$ cat config.mk
export PLATFORM = sky130hd
export DESIGN_NAME = tlic_top
export DESIGN_NICKNAME = d
export VERILOG_FILES = /design/src/tlic_pkg.sv /design/src/tlic_top.sv
export VERILOG_INCLUDE_DIRS = /design/src
export SDC_FILE = /design/constraint.sdc
export NUM_CORES = 1
export LEC_CHECK = 0
export BUFFER_PORTS_ARGS = -buffer_cell sky130_fd_sc_hd__buf_2
export CAP_MARGIN = 5
export CORE_MARGIN = 10
export CORE_UTILIZATION = 45
export DETAILED_ROUTE_END_ITERATION = 8
export PLACE_DENSITY_LB_ADDON = 0.12
export SKIP_LAST_GASP = 1
export SLEW_MARGIN = 0
export SYNTH_ARGS = -nofsm -noshare
export SYNTH_HDL_FRONTEND = slang
export SYNTH_SLANG_ARGS = --single-unit
$ cat constraint.sdc
create_clock -name SYS_CLK -period 5.6 [get_ports SYS_CLK]
set_input_delay 0.56 -clock SYS_CLK [delete_from_list [all_inputs] [get_ports SYS_CLK]]
set_output_delay 0.56 -clock SYS_CLK [all_outputs]
set_load 0.005 [all_outputs]
$ cat src/tlic_regs.svh
// Constants of the two-level interrupt controller
`ifndef TLIC_REGS_SVH
`define TLIC_REGS_SVH

// Program counter width and the two service entry addresses
`define TLIC_PC_W          21
`define TLIC_VEC_HIGH      21'h000008
`define TLIC_VEC_LOW       21'h000018

// Bit positions inside the global enable write word
`define TLIC_GE_HIGH_BIT   1
`define TLIC_GE_LOW_BIT    0

// Reset values of the control bits
`define TLIC_RST_PRIO_MODE 1'h0
`define TLIC_RST_GE        1'h0

// Default number of sources and peripheral membership
`define TLIC_N_SRC         8
`define TLIC_PERIPH_MASK   8'hf8

`endif

$ cat src/tlic_pkg.sv
// Types shared by the two-level interrupt controller
package tlic_pkg;

    // Level of the most recently accepted interrupt
    typedef enum logic [1:0] {
        TLIC_LVL_NONE,
        TLIC_LVL_HIGH,
        TLIC_LVL_LOW
    } tlic_lvl_t;

endpackage

$ cat src/tlic_top.sv
// Two-level prioritised interrupt controller for an 8-bit core
`timescale 1ns/1ps
`include "tlic_regs.svh"
////////////////////////////////////////////////////////////////////////////
////////////////////////////////////////////////////////////////////////////
module tlic_top #(
    parameter int                  N_SRC       = `TLIC_N_SRC,
    parameter logic [N_SRC-1:0]    PERIPH_MASK = `TLIC_PERIPH_MASK
) (
    // Clock and reset
    input  wire logic                  SYS_CLK,
    input  wire logic                  RESET,
    // Core timing and return instruction
    input  wire logic                  INSTR_CYCLE_STB,
    input  wire logic                  RETURN_FROM_IRQ_INSTR,
    // Source events, one-cycle pulses from same-clock logic
    input  wire logic [N_SRC-1:0]      SRC_EVENT,
    // Software flag clears, one-cycle pulses
    input  wire logic [N_SRC-1:0]      FLAG_CLR,
    // Per-source enable and priority bits
    input  wire logic [N_SRC-1:0]      SRC_ENABLE,
    input  wire logic [N_SRC-1:0]      SRC_PRIORITY,
    // Software writes of control bits
    input  wire logic                  PRIO_MODE_WR,
    input  wire logic                  PRIO_MODE_WDATA,
    input  wire logic                  GLOBAL_EN_WR,
    input  wire logic [1:0]            GLOBAL_EN_WDATA,
    // Readable state
    output logic [N_SRC-1:0]           FLAGS,
    output logic                       PRIORITY_MODE_ENABLE,
    output logic                       HIGH_LEVEL_GLOBAL_ENABLE,
    output logic                       LOW_LEVEL_GLOBAL_ENABLE,
    output logic                       IN_HIGH_SERVICE,
    output logic                       IN_LOW_SERVICE,
    // Requests to the core sequencer
    output logic                       VECTOR_TAKE,
    output logic                       PUSH_RETURN,
    output logic [`TLIC_PC_W-1:0]      VECTOR_ADDR,
    output tlic_pkg::tlic_lvl_t        TAKEN_LEVEL
);

    ////////////////////////////////////////////////////////////////////////
    // State

    // Whole state of the block in one record
    typedef struct packed {
        logic [N_SRC-1:0]     flags;    // Event flags
        logic                 priority_mode_enable;     // Priority mode enable
        logic                 hge;      // High / single global enable
        logic                 lge;      // Low / peripheral enable
        logic                 in_hi;    // High routine in progress
        logic                 in_lo;    // Low routine in progress
        logic                 req_hi;   // High request seen at the last instruction cycle boundary
        logic                 req_lo;   // Low request seen at the last instruction cycle boundary
        logic                 take;     // Vector pulse
        logic                 push;     // Push return address pulse
        logic [`TLIC_PC_W-1:0] vec;     // Vector to load
        tlic_pkg::tlic_lvl_t  lvl;      // Level of last acceptance
    } tlic_state_t;

    tlic_state_t s_q;                   // Registered state
    tlic_state_t s_d;                   // Next state

    logic [N_SRC-1:0] hi_src;           // Sources qualified at high
    logic [N_SRC-1:0] lo_src;           // Sources qualified at low
    logic             hi_now;           // Any high request now
    logic             lo_now;           // Any low request now

    ////////////////////////////////////////////////////////////////////////
    // Per-source qualification

    // Flag and enable form the request; priority bit picks the level
    // only in priority mode, otherwise every source counts as high
    genvar gi;
    generate
        for (gi = 0; gi < N_SRC; gi++) begin : g_src
            always_comb begin
                if (s_q.priority_mode_enable) begin
                    // Priority bit steers the source
                    hi_src[gi] = s_q.flags[gi] && SRC_ENABLE[gi]
                                 && SRC_PRIORITY[gi];
                    lo_src[gi] = s_q.flags[gi] && SRC_ENABLE[gi]
                                 && !SRC_PRIORITY[gi];
                end else begin
                    // Priority bit ignored; peripherals need lge
                    hi_src[gi] = s_q.flags[gi] && SRC_ENABLE[gi]
                                 && (!PERIPH_MASK[gi] || s_q.lge);
                    lo_src[gi] = 1'h0;
                end
            end
        end
    endgenerate

    // Global gating; low needs both enables, so a high routine
    // (which cleared hge) holds every low request pending
    // Low is also held off while a high routine is marked in progress,
    // so software re-opening hge inside that routine cannot let low in
    always_comb begin
        hi_now = (|hi_src) && s_q.hge;
        lo_now = (|lo_src) && s_q.lge && s_q.hge
                 && !s_q.in_hi;
    end

    ////////////////////////////////////////////////////////////////////////
    // Next state

    // Flags, writes, return and acceptance in rising order of precedence, acceptance winning
    always_comb begin
        s_d      = s_q;
        s_d.take = 1'h0;
        s_d.push = 1'h0;
        // A new event beats a clear in the same cycle
        s_d.flags = (s_q.flags & ~FLAG_CLR) | SRC_EVENT;
        // Software writes of control bits
        if (PRIO_MODE_WR) begin
            s_d.priority_mode_enable = PRIO_MODE_WDATA;
        end
        if (GLOBAL_EN_WR) begin
            s_d.hge = GLOBAL_EN_WDATA[`TLIC_GE_HIGH_BIT];
            s_d.lge = GLOBAL_EN_WDATA[`TLIC_GE_LOW_BIT];
        end
        // Return re-enables the level being left
        if (RETURN_FROM_IRQ_INSTR) begin
            if (s_q.priority_mode_enable && !s_q.in_hi && s_q.in_lo) begin
                s_d.lge   = 1'h1;
                s_d.in_lo = 1'h0;
            end else begin
                s_d.hge   = 1'h1;
                s_d.in_hi = 1'h0;
            end
        end
        // Judged once per instruction cycle; a request must be seen on
        // two boundaries, so latency does not depend on instruction length
        if (INSTR_CYCLE_STB) begin
            s_d.req_hi = hi_now;
            s_d.req_lo = lo_now;
            if (s_q.req_hi && hi_now) begin
                // High wins over a simultaneous low
                s_d.take   = 1'h1;
                s_d.push   = 1'h1;
                s_d.vec    = `TLIC_VEC_HIGH;
                s_d.hge    = 1'h0;
                s_d.in_hi  = 1'h1;
                s_d.lvl    = tlic_pkg::TLIC_LVL_HIGH;
                s_d.req_hi = 1'h0;
                s_d.req_lo = 1'h0;
            end else if (s_q.req_lo && lo_now) begin
                s_d.take   = 1'h1;
                s_d.push   = 1'h1;
                s_d.vec    = `TLIC_VEC_LOW;
                s_d.lge    = 1'h0;
                s_d.in_lo  = 1'h1;
                s_d.lvl    = tlic_pkg::TLIC_LVL_LOW;
                s_d.req_hi = 1'h0;
                s_d.req_lo = 1'h0;
            end
        end
    end

    ////////////////////////////////////////////////////////////////////////
    // Registers

    // Everything resets to constants; priority mode starts off
    always_ff @(posedge SYS_CLK or posedge RESET) begin
        if (RESET) begin
            s_q       <= '0;
            s_q.priority_mode_enable  <= `TLIC_RST_PRIO_MODE;
            s_q.hge   <= `TLIC_RST_GE;
            s_q.lge   <= `TLIC_RST_GE;
            s_q.vec   <= `TLIC_VEC_HIGH;
            s_q.lvl   <= tlic_pkg::TLIC_LVL_NONE;
        end else begin
            s_q <= s_d;
        end
    end

    ////////////////////////////////////////////////////////////////////////
    // Outputs, all straight from the state flops

    assign FLAGS                    = s_q.flags;
    assign PRIORITY_MODE_ENABLE     = s_q.priority_mode_enable;
    assign HIGH_LEVEL_GLOBAL_ENABLE = s_q.hge;
    assign LOW_LEVEL_GLOBAL_ENABLE  = s_q.lge;
    assign IN_HIGH_SERVICE          = s_q.in_hi;
    assign IN_LOW_SERVICE           = s_q.in_lo;
    assign VECTOR_TAKE              = s_q.take;
    assign PUSH_RETURN              = s_q.push;
    assign VECTOR_ADDR              = s_q.vec;
    assign TAKEN_LEVEL              = s_q.lvl;
endmodule

Word level (Yosys, flattened, before mapping)
Cells that the tools add are included.

Bitwise operators: 3. Reduce and logical (&&, ||, !) cells: 50. Multiplexer cells: 30.

Operator list (number): $logic_and 1x1->1 (37); $mux 31 (1); $mux 28 (1); $mux 27 (1); $mux 1 (25); $reduce_or 8->1 (2); $logic_not 1->1 (9); $and 8x8->8 (1); $not 8->8 (1); $or 8x8->8 (1); $mux 4 (1); $mux 2 (1); $reduce_and 2->1 (1); $reduce_bool 2->1 (1).

Bits of input ports: 41. Output and inout bits: 38. Bits in registers: 40.

Depth between registers and ports, before layout
Gate-level depths: netlist (run 1).

Depth after elaboration: 11. Mapped depth: 5. Mapped depth without buffers: 4.

Least setup slack after synthesis (run 1)
OpenSTA, ideal clock, no wires.

Path kind: input to register. Start point: input SRC_PRIORITY[6]. End point: register s_q, in the netlist IN_HIGH_SERVICE. Library setup time: 121 ps. Arrival: 1669 ps. Path buffers: 0. Setup slack: 3810 ps. Required time: 5479 ps. Stages on the path: 4. Cell sequence: mux2_1 a222oi_1 a31oi_1 a22o_1.

RTL lines: start, declared (RTL line tlic_top.sv:22) `input wire logic [N_SRC-1:0] SRC_PRIORITY,`; end, declared (RTL line tlic_top.sv:61) `tlic_state_t s_q;`.

==> summary.txt, run 1 <==
Power
  – LEAKAGE: 0.807 nW
  – Worst vdd rail ir drop: roughly 0.15 mV
  – Sw frac: around 32%
  – Internal power summed over all cells: 0.234 mW
  – Clk pwr share: 21.0%
  – Reported net switching power: around 0.11 mW
  – Combinational fraction of design power: 28.2%
  – Pwr dens: between 200 and 250 nW/µm²
  – Share of total power in sequential cells: 50.8%

Clocking
  – CTS tree: yes
  – Clock sink count: 19
  – Insertion delay of the later-clocked pin in the worst-skew pair: approximately 0.30 ns
  – CTS H-tree depth: 1
  – Num CTS Buffers: 3
  – Buffers from clock root to sink, at most: 2
  – Number of buffers inserted by hold repair at cts: 0
  – Postcts setup bufs: 0
  – Library cell used as clock root buffer: sky130_fd_sc_hd__clkbuf_4
  – Clock-pin slew on the worst setup and hold paths: between 0.1 and 0.15 ns
  – Post-cts sizing count: 0

Drt
  – DRC violations left: 0
  – Total wire length after detailed routing: around 3300 µm
  – Via/cell ratio: 4.89
  – Routed wirelength normalized by instance count: between 15 and 20 µm
  – Routed via count: approximately 1.0k
  – Drt first-iter violations: 19
  – Number of search-and-repair iterations in the first detailed-routing pass: 4
  – Remaining number of nets flagged by the antenna check after routing: 0

Logic synthesis
  – Number of standard cells after synthesis: between 100 and 150
  – Fraction of post-synthesis cell area in the top cell type by area: 35.4%
  – Top flip-flop cell by instance count after synthesis: sky130_fd_sc_hd__dfrtp_1
  – Number of synthesized flops with an enable pin: 0
  – Cell area after synthesis: 1270 µm²
  – Sequential share of the synthesized area: 37.5%
  – Number of different library cells in the post-synthesis netlist: 32
  – Cells taking the most area after synthesis: sky130_fd_sc_hd__dfrtp_1, sky130_fd_sc_hd__buf_4, sky130_fd_sc_hd__a21o_1, sky130_fd_sc_hd__inv_1, sky130_fd_sc_hd__nand3b_1
  – Avg Cell Area, Syn: between 9 and 10 µm²
  – Total of flip-flops plus latches after synthesis: 19
  – Number of warnings issued by yosys: 0
  – Share of async-settable or async-resettable flops after synthesis: between 90% and 100%
  – Cell taking the most area after synthesis: sky130_fd_sc_hd__dfrtp_1

Setup path
  – Longest individual stage delay on the worst path: ~0.63 ns
  – Cell type group with the largest total delay on the critical path: compound AO/OA/AOI/OAI gates
  – Sum of buffers and inverters on the critical path: 0
  – Critical path start-end classification: reg -> reg
  – Cell chain of the critical path: mux2_1 -> a222oi_1 -> a31oi_1 -> a22o_1
  – Highest-delay cell along the critical path: sky130_fd_sc_hd__dfrtp_1
  – Critical path launch point type: flop
  – Maximum fanout count along the critical path: 11
  – Critical path required time: ~5.8 ns
  – Type of element capturing the critical path: flop
  – Arr. time, crit path: approximately 2.3 ns

GRT
  – Grt ovf: 0
  – Vias in the first global route: about 1.2k
  – Number of antenna violations at the first check in global routing: 0
  – Global-route wire length before repair: 5190 µm
  – Pin count of the biggest net entering global routing: 20
  – Global Route Usage Sum: between 10 and 15%

Finish
  – Layout Nets: ~220
  – Number of inserted filler cells in the final layout: approximately 260
  – Fraction of final layout cells sized beyond drive strength 1: around 37%
  – Area of the multi-input gates: ~560 µm²
  – Diode count: 0
  – Combined flip-flop and latch cell area: 477 µm²
  – Count of placed standard cells in the final layout, fillers left out: between 200 and 250
  – Layout Cell Area excl Fill: around 1400 µm²
  – Leading cell type in the layout, fill and taps excluded: sky130_fd_sc_hd__buf_2
  – Commonest cells after routing, fill and taps aside: sky130_fd_sc_hd__buf_2, sky130_fd_sc_hd__conb_1, sky130_fd_sc_hd__dfrtp_1, sky130_fd_sc_hd__inv_1, sky130_fd_sc_hd__a21o_1
  – Area added between synthesis and finish: 13.9%

Timing
  – Worst relative slew slack: roughly half
  – Number of endpoints failing setup at the final stage: 0
  – Total Neg Setup Slack: 0 ns
  – Final clock skew: 0.00112 ns
  – Final-report hold violation count: 0
  – Slew at the pin closest to its max-slew limit: between 0.7 and 0.8 ns
  – Portion of the clock cycle consumed by the worst path in the final layout: a little under two fifths
  – Minimum clock period: 2.14 ns
  – Maximum clock frequency: ~470 MHz
  – Unrepaired setup endpoints after global routing: no
  – Max Slew Vio Count: 0

Placement
  – DPL Wire Length: about 2800 µm
  – Placed cell area: between 1000 and 1500 µm²
  – Input/output buffers: 59
  – Number of placed cells counting well taps: ~210
  – Placer congestion estimate: 0.842

Die
  – Boundary Pins: 79
  – Starting density of the core: 46.5%
  – Die height: between 70 and 80 µm
  – Core ar.: roughly 2700 µm²
  – Area of the die: around 5400 µm²
  – Die X: between 70 and 80 µm
  – Number of rows created at floorplan: 19

Run
  – Reported max-cap violation count: 0

Status
  – Outcome: finished, final reports clean

Min path
  – Path category of the worst min-delay check: in -> async
==> worst paths after layout <==
kind,startpoint,endpoint,slack (ns),cells past startpoint
worst min-delay path,RESET,FLAGS[7],0.36,2
max in group asynchronous,RESET,FLAGS[2],4.77,2
worst max-delay path,PRIORITY_MODE_ENABLE,IN_HIGH_SERVICE,3.46,4
worst min register to register,VECTOR_ADDR[3],VECTOR_ADDR[3],0.48,2
worst max register to register,PRIORITY_MODE_ENABLE,IN_HIGH_SERVICE,3.46,4
min in group SYS_CLK,SRC_EVENT[3],FLAGS[3],0.43,2
==> metal layers <==
layer / track usage (%) / part of all wire [%]
met5: 0 / 0
met4: 4.85 / 1.6
met3: 7.21 / 14
met2: 20.2 / 47
met1: 11.7 / 38
==> through the flow <==
stage               hold slack (ns)  power, mW  setup slack (ns)  utilization [%]
floorplan                     0.457      0.255              3.81                -
global placement              0.464      0.272              3.56             52.0
detailed placement            0.466      0.275              3.50             52.0
CTS                           0.385      0.348              3.50             53.0
global route                  0.405      0.368              3.32             53.0
finish                        0.362      0.345              3.46             53.0
==> cell usage after synthesis (2+ instances only) <==
cell,count
sky130_fd_sc_hd__dfrtp_1,18
sky130_fd_sc_hd__o2111ai_1,3
sky130_fd_sc_hd__nor2_1,3
sky130_fd_sc_hd__inv_1,14
sky130_fd_sc_hd__and2_1,7
sky130_fd_sc_hd__a21o_1,8
sky130_fd_sc_hd__a22o_1,2
sky130_fd_sc_hd__a31oi_1,4
sky130_fd_sc_hd__nor2b_1,2
sky130_fd_sc_hd__mux2i_1,2
sky130_fd_sc_hd__nand2b_1,4
sky130_fd_sc_hd__a21oi_1,4
sky130_fd_sc_hd__a222oi_1,2
sky130_fd_sc_hd__nand3b_1,6
sky130_fd_sc_hd__nand2_1,5
sky130_fd_sc_hd__mux2_2,3
sky130_fd_sc_hd__buf_4,32
==> registers in the layout, indices dropped and copies added, names as in the netlist <==
signal,count
FLAGS,8
HIGH_LEVEL_GLOBAL_ENABLE,1
IN_HIGH_SERVICE,1
IN_LOW_SERVICE,1
LOW_LEVEL_GLOBAL_ENABLE,1
PRIORITY_MODE_ENABLE,1
PUSH_RETURN,1
TAKEN_LEVEL,1
VECTOR_ADDR,2
s_q,2
==> cells by family (layout without fill, tap and decap cells) <==
kind of cell	Yosys count	count (layout)	synth area share (%)
buffers and inverters	47	77	23.9
AOI/OAI and AO/OA	32	32	19.1
other	1	19	0.295
muxes	7	7	6.29
DFF	19	19	37.5
and+or+nand+nor	28	28	13.0
==> power groups by stage <==
| stage | Sequential [mW] | Clock, mW | Combinational, mW |
|---|---|---|---|
| after global routing | 0.178 | 0.0793 | 0.110 |
| final | 0.175 | 0.0724 | 0.0971 |
| after detailed placement | 0.177 | 0 | 0.0976 |
| after global placement | 0.177 | 0 | 0.0957 |
| after floorplan | 0.172 | 0 | 0.0825 |
| after CTS | 0.175 | 0.0751 | 0.0977 |
==> final cells by class <==
cell class	count	area share, %
clock buffers	4	1.81
flip-flops and latches	19	32.9
well taps	31	2.68
repair buffers	59	20.4
multi-input cells	86	38.6
inverters	14	3.63
(Power assumes the default switching activity.)
==> run 2: changes to the inputs <==
ABC_AREA = 1   (was not set)
CORE_UTILIZATION = 39   (was 45)
clock period = 1.9 ns   (was 5.6 ns; I/O delays follow)
==> summary.txt, run 2 <==
Status
  – Outcome: finished, final reports clean

Logic synthesis
  – Cell area after synthesis: 1290 µm²
  – Cells taking the most area after synthesis: sky130_fd_sc_hd__dfrtp_1, sky130_fd_sc_hd__buf_4, sky130_fd_sc_hd__nand2_1, sky130_fd_sc_hd__inv_1, sky130_fd_sc_hd__o21bai_1
  – Avg Cell Area, Syn: ~7.5 µm²
  – Top flip-flop cell by instance count after synthesis: sky130_fd_sc_hd__dfrtp_1
  – Commonest cells in the synthesized netlist: sky130_fd_sc_hd__nand2_1, sky130_fd_sc_hd__buf_4, sky130_fd_sc_hd__inv_1, sky130_fd_sc_hd__dfrtp_1, sky130_fd_sc_hd__o21bai_1
  – Fraction of post-synthesis cell area in the top cell type by area: around a third
  – Number of synthesized flops with an enable pin: 0
  – Number of different library cells in the post-synthesis netlist: 23
  – Total of flip-flops plus latches after synthesis: 19
  – Share of async-settable or async-resettable flops after synthesis: 100%
  – Number of standard cells after synthesis: around 170
  – Number of warnings issued by yosys: 0
  – Cell taking the most area after synthesis: sky130_fd_sc_hd__dfrtp_1
  – Sequential share of the synthesized area: 37.0%
  – Count leader, synth: sky130_fd_sc_hd__nand2_1

Timing
  – Number of endpoints failing setup at the final stage: 0
  – Final Worst Setup Slack: 0.323 ns
  – Final Hold Slack: 0.00657 ns
  – Unrepaired setup endpoints after global routing: no
  – Worst relative slew slack: around 50%
  – Portion of the clock cycle consumed by the worst path in the final layout: just over 80%
  – Slew at the pin closest to its max-slew limit: 0.751 ns
  – Final clock skew: 0.00218 ns
  – Max Slew Vio Count: 0
  – Total Neg Setup Slack: 0 ns
  – Minimum clock period: 1.58 ns
  – Maximum clock frequency: about 630 MHz
  – Final-report hold violation count: 0

Setup path
  – Type of element capturing the critical path: flop
  – Highest-delay cell along the critical path: sky130_fd_sc_hd__dfrtp_1
  – Cell chain of the critical path: inv_1 -> nand2_2 -> nand2_1 -> nand2_1 -> nand2_1 -> nor2_1 -> nand2_2 -> nand3_4 -> nand3_2 -> nand2_1 -> inv_1
  – Longest individual stage delay on the worst path: roughly 0.57 ns
  – Arr. time, crit path: approximately 1.8 ns
  – Cell type group with the largest total delay on the critical path: simple AND/OR/NAND/NOR gates
  – Critical path required time: roughly 2.1 ns
  – Sum of buffers and inverters on the critical path: 2
  – Maximum fanout count along the critical path: 12
  – Critical path start-end classification: reg -> reg
  – Most frequent CP cell: sky130_fd_sc_hd__nand2_1
  – Critical path launch point type: flop

Finish
  – Commonest cells after routing, fill and taps aside: sky130_fd_sc_hd__buf_2, sky130_fd_sc_hd__nand2_1, sky130_fd_sc_hd__inv_1, sky130_fd_sc_hd__conb_1, sky130_fd_sc_hd__dfrtp_1
  – Area added between synthesis and finish: 15.0%
  – Layout Nets: between 200 and 300
  – Fraction of final layout cells sized beyond drive strength 1: about a third
  – Max FFs per register: 8
  – Leading cell type in the layout, fill and taps excluded: sky130_fd_sc_hd__buf_2
  – Final core occ: a little under half
  – Layout Cell Area excl Fill: around 1500 µm²
  – Diode count: 0

Power
  – Clk pwr share: approximately 22%
  – Pwr dens: approximately 650 nW/µm²
  – Share of total power in sequential cells: between 50% and 60%
  – Sw frac: between 30% and 40%
  – LEAKAGE: 0.957 nW
  – Reported net switching power: around 0.32 mW
  – Internal power summed over all cells: about 0.65 mW
  – Worst vdd rail ir drop: ~0.24 mV
  – Combinational fraction of design power: ~27%

Clocking
  – Buffers from clock root to sink, at most: 2
  – Insertion delay of the later-clocked pin in the worst-skew pair: 0.29 ns
  – Num CTS Buffers: 3
  – Library cell used as clock root buffer: sky130_fd_sc_hd__clkbuf_4
  – Clock-pin slew on the worst setup and hold paths: around 0.11 ns
  – CTS tree: yes
  – Post-cts sizing count: 0
  – Clock sink count: 19
  – Number of buffers inserted by hold repair at cts: 0
  – CTS H-tree depth: 1
  – Postcts setup bufs: 0

Min path
  – Path category of the worst min-delay check: in -> async

Die
  – Number of rows created at floorplan: 20
  – Boundary Pins: 79
  – Core ar.: 3100 µm²
  – Die X: between 70 and 80 µm
  – Starting density of the core: 41.5%
  – Die height: 77.5 µm
  – Area of the die: roughly 6000 µm²

Drt
  – Via/cell ratio: 4.18
  – Remaining number of nets flagged by the antenna check after routing: 0
  – Routed via count: approximately 1.1k
  – Routed wirelength normalized by instance count: between 10 and 15 µm
  – Number of search-and-repair iterations in the first detailed-routing pass: 4
  – Total wire length after detailed routing: just over 3000 µm
  – Drt first-iter violations: 36
  – DRC violations left: 0

GRT
  – Vias in the first global route: ~1.2k
  – Global-route wire length before repair: between 4000 and 5000 µm
  – Grt ovf: 0
  – Number of antenna violations at the first check in global routing: 0
  – Global Route Usage Sum: under 10%
  – Pin count of the biggest net entering global routing: 20

Placement
  – Input/output buffers: a little under 60
  – DPL Wire Length: 2670 µm
  – Placed cell area: ~1500 µm²
  – Placer congestion estimate: 0.790
  – Placement-stage worst setup slack: 0.348 ns

Run
  – Reported max-cap violation count: 0
==> run 2: cells by family (layout without fill, tap and decap cells) <==
kind of cell           count (synthesis)  after routing  synth area share [%]
AND/OR/NAND/NOR                       69             69                  25.0
flip-flops                            19             19                  37.0
other                                  1             19                 0.291
buffers and inverters                 63             93                  28.3
AO/OA/AOI/OAI                         19             19                  9.51
==> run 2: path summary, 6_finish.rpt <==
| check | slack, ns | startpoint | depth (start not counted) | to |
|---|---|---|---|---|
| min in group SYS_CLK | 0.06 | FLAG_CLR[5] | 2 | FLAGS[5] |
| setup / recovery | 0.32 | PRIORITY_MODE_ENABLE | 11 | LOW_LEVEL_GLOBAL_ENABLE |
| hold / removal | 0.007 | RESET | 2 | VECTOR_ADDR[4] |
| setup reg to reg | 0.32 | PRIORITY_MODE_ENABLE | 11 | LOW_LEVEL_GLOBAL_ENABLE |
| max in group asynchronous | 1.43 | RESET | 2 | PRIORITY_MODE_ENABLE |
| hold reg to reg | 0.46 | VECTOR_ADDR[3] | 2 | VECTOR_ADDR[3] |
==> run 2: power groups by stage <==
stage / clock network, mW / registers (mW) / logic [mW]
3_3_place_gp: 0 / 0.499 / 0.262
5_1_grt: 0.233 / 0.500 / 0.305
3_5_place_dp: 0 / 0.500 / 0.265
2_1_floorplan: 0 / 0.492 / 0.221
4_1_cts: 0.218 / 0.493 / 0.265
6_report: 0.211 / 0.493 / 0.261
==> run 2: cell type report <==
type,instances,area (µm²)
fillers,311,1620
multi-input cells,107,515
flip-flops and latches,19,477
repair buffers,59,295
inverters,30,113
well taps,44,55.1
clock buffers,4,26.3
==> run 2: per-stage QoR <==
| step | power [mW] | instances |
|---|---|---|
| CTS | 0.976 | 263 |
| floorplan | 0.713 | 189 |
| detailed placement | 0.765 | 259 |
| global route | 1.04 | 263 |
| global placement | 0.761 | 259 |
| finish | 0.965 | 263 |
==> run 2: layer usage <==
| layer | GRT usage [%] | up-vias | wire length (µm) |
|---|---|---|---|
| met5 | 0 | - | 0 |
| met4 | 3.28 | 0 | 37 |
| met3 | 6.80 | 4 | 479 |
| met2 | 14.5 | 61 | 1220 |
| met1 | 10.9 | 472 | 1330 |
| li1 | - | 562 | - |
==> run 3: changes to the inputs <==
CORE_UTILIZATION = 43   (was 39)
clock period = 1.6 ns   (was 1.9 ns; I/O delays follow)
==> summary.txt, run 3 (same netlist as run 2, synthesis figures left out) <==
Clocking
  – Clock sink count: 19
  – Library cell used as clock root buffer: sky130_fd_sc_hd__clkbuf_4
  – CTS tree: yes
  – Num CTS Buffers: 3
  – CTS H-tree depth: 1
  – Clock-pin slew on the worst setup and hold paths: around 0.11 ns
  – Buffers from clock root to sink, at most: 2
  – Insertion delay of the later-clocked pin in the worst-skew pair: 0.29 ns
  – Post-cts sizing count: 0
  – Number of buffers inserted by hold repair at cts: 1
  – Postcts setup bufs: 0

Finish
  – Area added between synthesis and finish: 15.6%
  – Diode count: 0
  – Commonest cells after routing, fill and taps aside: sky130_fd_sc_hd__buf_2, sky130_fd_sc_hd__nand2_1, sky130_fd_sc_hd__inv_1, sky130_fd_sc_hd__conb_1, sky130_fd_sc_hd__dfrtp_1
  – Layout Nets: 264
  – Fraction of final layout cells sized beyond drive strength 1: 33.8%
  – Number of inserted filler cells in the final layout: approximately 280
  – Leading cell type in the layout, fill and taps excluded: sky130_fd_sc_hd__buf_2
  – Max FFs per register: 8

Timing
  – Final-report hold violation count: 0
  – Number of endpoints failing setup at the final stage: 0
  – Final clock skew: 0.00602 ns
  – Minimum clock period: approximately 1.4 ns
  – Max Slew Vio Count: 0
  – Total Neg Setup Slack: 0 ns
  – Unrepaired setup endpoints after global routing: no
  – Maximum clock frequency: about 740 MHz
  – Portion of the clock cycle consumed by the worst path in the final layout: around 85%

Drt
  – Routed wirelength normalized by instance count: 12.2 µm
  – Number of search-and-repair iterations in the first detailed-routing pass: 4
  – DRC violations left: 0
  – Via/cell ratio: 4.31
  – Drt first-iter violations: 30
  – Remaining number of nets flagged by the antenna check after routing: 0
  – Routed via count: approximately 1.1k
  – Total wire length after detailed routing: approximately 3000 µm

Die
  – Die height: 74.7 µm
  – Die X: about 75 µm
  – Starting density of the core: 45.9%
  – Core ar.: roughly 2800 µm²
  – Number of rows created at floorplan: 19
  – Area of the die: between 5000 and 6000 µm²
  – Boundary Pins: ~80

GRT
  – Global Route Usage Sum: a little over a tenth
  – Grt ovf: 0
  – Global-route wire length before repair: 4740 µm
  – Pin count of the biggest net entering global routing: 20
  – Number of antenna violations at the first check in global routing: 0
  – Vias in the first global route: between 1k and 1.5k

Setup path
  – Type of element capturing the critical path: flop
  – Endpoint of the worst-slack reg-to-reg timing path: LOW_LEVEL_GLOBAL_ENABLE
  – R2R Setup Slk: roughly 0.24 ns
  – Arr. time, crit path: ~1.6 ns
  – Critical path start-end classification: reg -> reg
  – Maximum fanout count along the critical path: 11
  – Critical path launch point type: flop
  – Origin of the critical flop-to-flop path: PRIORITY_MODE_ENABLE
  – Critical path required time: around 1.8 ns
  – Reg2Reg Depth: 11

Min path
  – Count of cells along the worst hold path: 2
  – Hold EP: FLAGS[5]
  – Path category of the worst min-delay check: in -> reg
  – Hold_sp: FLAG_CLR[5]

Power
  – Pwr dens: roughly 770 nW/µm²
  – LEAKAGE: a little under 1 nW
  – Worst vdd rail ir drop: roughly 0.52 mV
  – Power consumption: 1.14 mW

Placement
  – DPL Wire Length: between 2000 and 3000 µm
  – Placer congestion estimate: ~0.84
  – Input/output buffers: 59

Run
  – Reported max-cap violation count: 0

Status
  – Outcome: finished, final reports clean
## run 3: final cells by class
| type | count | area (µm²) | area share (%) |
|---|---|---|---|
| clock buffer | 4 | 26.3 | 1.76 |
| inverter | 30 | 113 | 7.56 |
| multi-input combinational | 107 | 515 | 34.6 |
| sequential | 19 | 477 | 32.0 |
| tap | 31 | 38.8 | 2.60 |
| timing repair buffer | 62 | 320 | 21.5 |
## run 3: layer usage
| metal | part of all wire, % | track usage (%) | vias up |
|---|---|---|---|
| met1 | 43 | 11.7 | 472 |
| met3 | 11 | 4.73 | 2 |
| met2 | 45 | 18.5 | 49 |
| met5 | 0 | 0 | - |
| met4 | 0.52 | 2.52 | 0 |
| li1 | - | - | 568 |
## run 3: worst max-delay path, stage by stage, from the launching register on
cell	delay, ns
sky130_fd_sc_hd__dfrtp_1	0.39
sky130_fd_sc_hd__buf_4	0.17
sky130_fd_sc_hd__nand2_1	0.06
sky130_fd_sc_hd__nand2_1	0.05
sky130_fd_sc_hd__nand2_1	0.06
sky130_fd_sc_hd__nand2_1	0.07
sky130_fd_sc_hd__nor2_2	0.09
sky130_fd_sc_hd__nand2_2	0.08
sky130_fd_sc_hd__nand3_4	0.09
sky130_fd_sc_hd__nand3_2	0.10
sky130_fd_sc_hd__nand2_1	0.07
sky130_fd_sc_hd__inv_1	0.03
## run 3: worst max path at each step
stage | from | endpoint | slack (ns)
3_3_place_gp | HIGH_LEVEL_GLOBAL_ENABLE | TAKEN_LEVEL[0] | 0.29
3_5_place_dp | PRIORITY_MODE_ENABLE | LOW_LEVEL_GLOBAL_ENABLE | 0.25
6_report | PRIORITY_MODE_ENABLE | LOW_LEVEL_GLOBAL_ENABLE | 0.24
2_1_floorplan | PRIORITY_MODE_ENABLE | LOW_LEVEL_GLOBAL_ENABLE | 0.33
4_1_cts | PRIORITY_MODE_ENABLE | LOW_LEVEL_GLOBAL_ENABLE | 0.24
5_1_grt | PRIORITY_MODE_ENABLE | LOW_LEVEL_GLOBAL_ENABLE | 0.08
## run 3: metrics by stage
step / hold slack [ns] / setup WS (ns) / instances / area (µm²) / utilization, %
floorplan: 0.110 / 0.328 / 189 / 1360 / -
global placement: 0.195 / 0.292 / 248 / 1450 / 51.8
detailed placement: 0.201 / 0.252 / 248 / 1450 / 51.8
CTS: 0.0193 / 0.239 / 253 / 1490 / 53.1
global route: 0.00511 / 0.0759 / 253 / 1490 / 53.1
finish: 0.0278 / 0.240 / 253 / 1490 / 53.1
## run 3: report_power, final
part | switching [mW] | total, mW | internal [mW]
Clock | 0.144 | 0.241 | 0.0969
Sequential | 0.0462 | 0.581 | 0.534
Combinational | 0.178 | 0.322 | 0.144
Total | 0.368 | 1.14 | 0.775
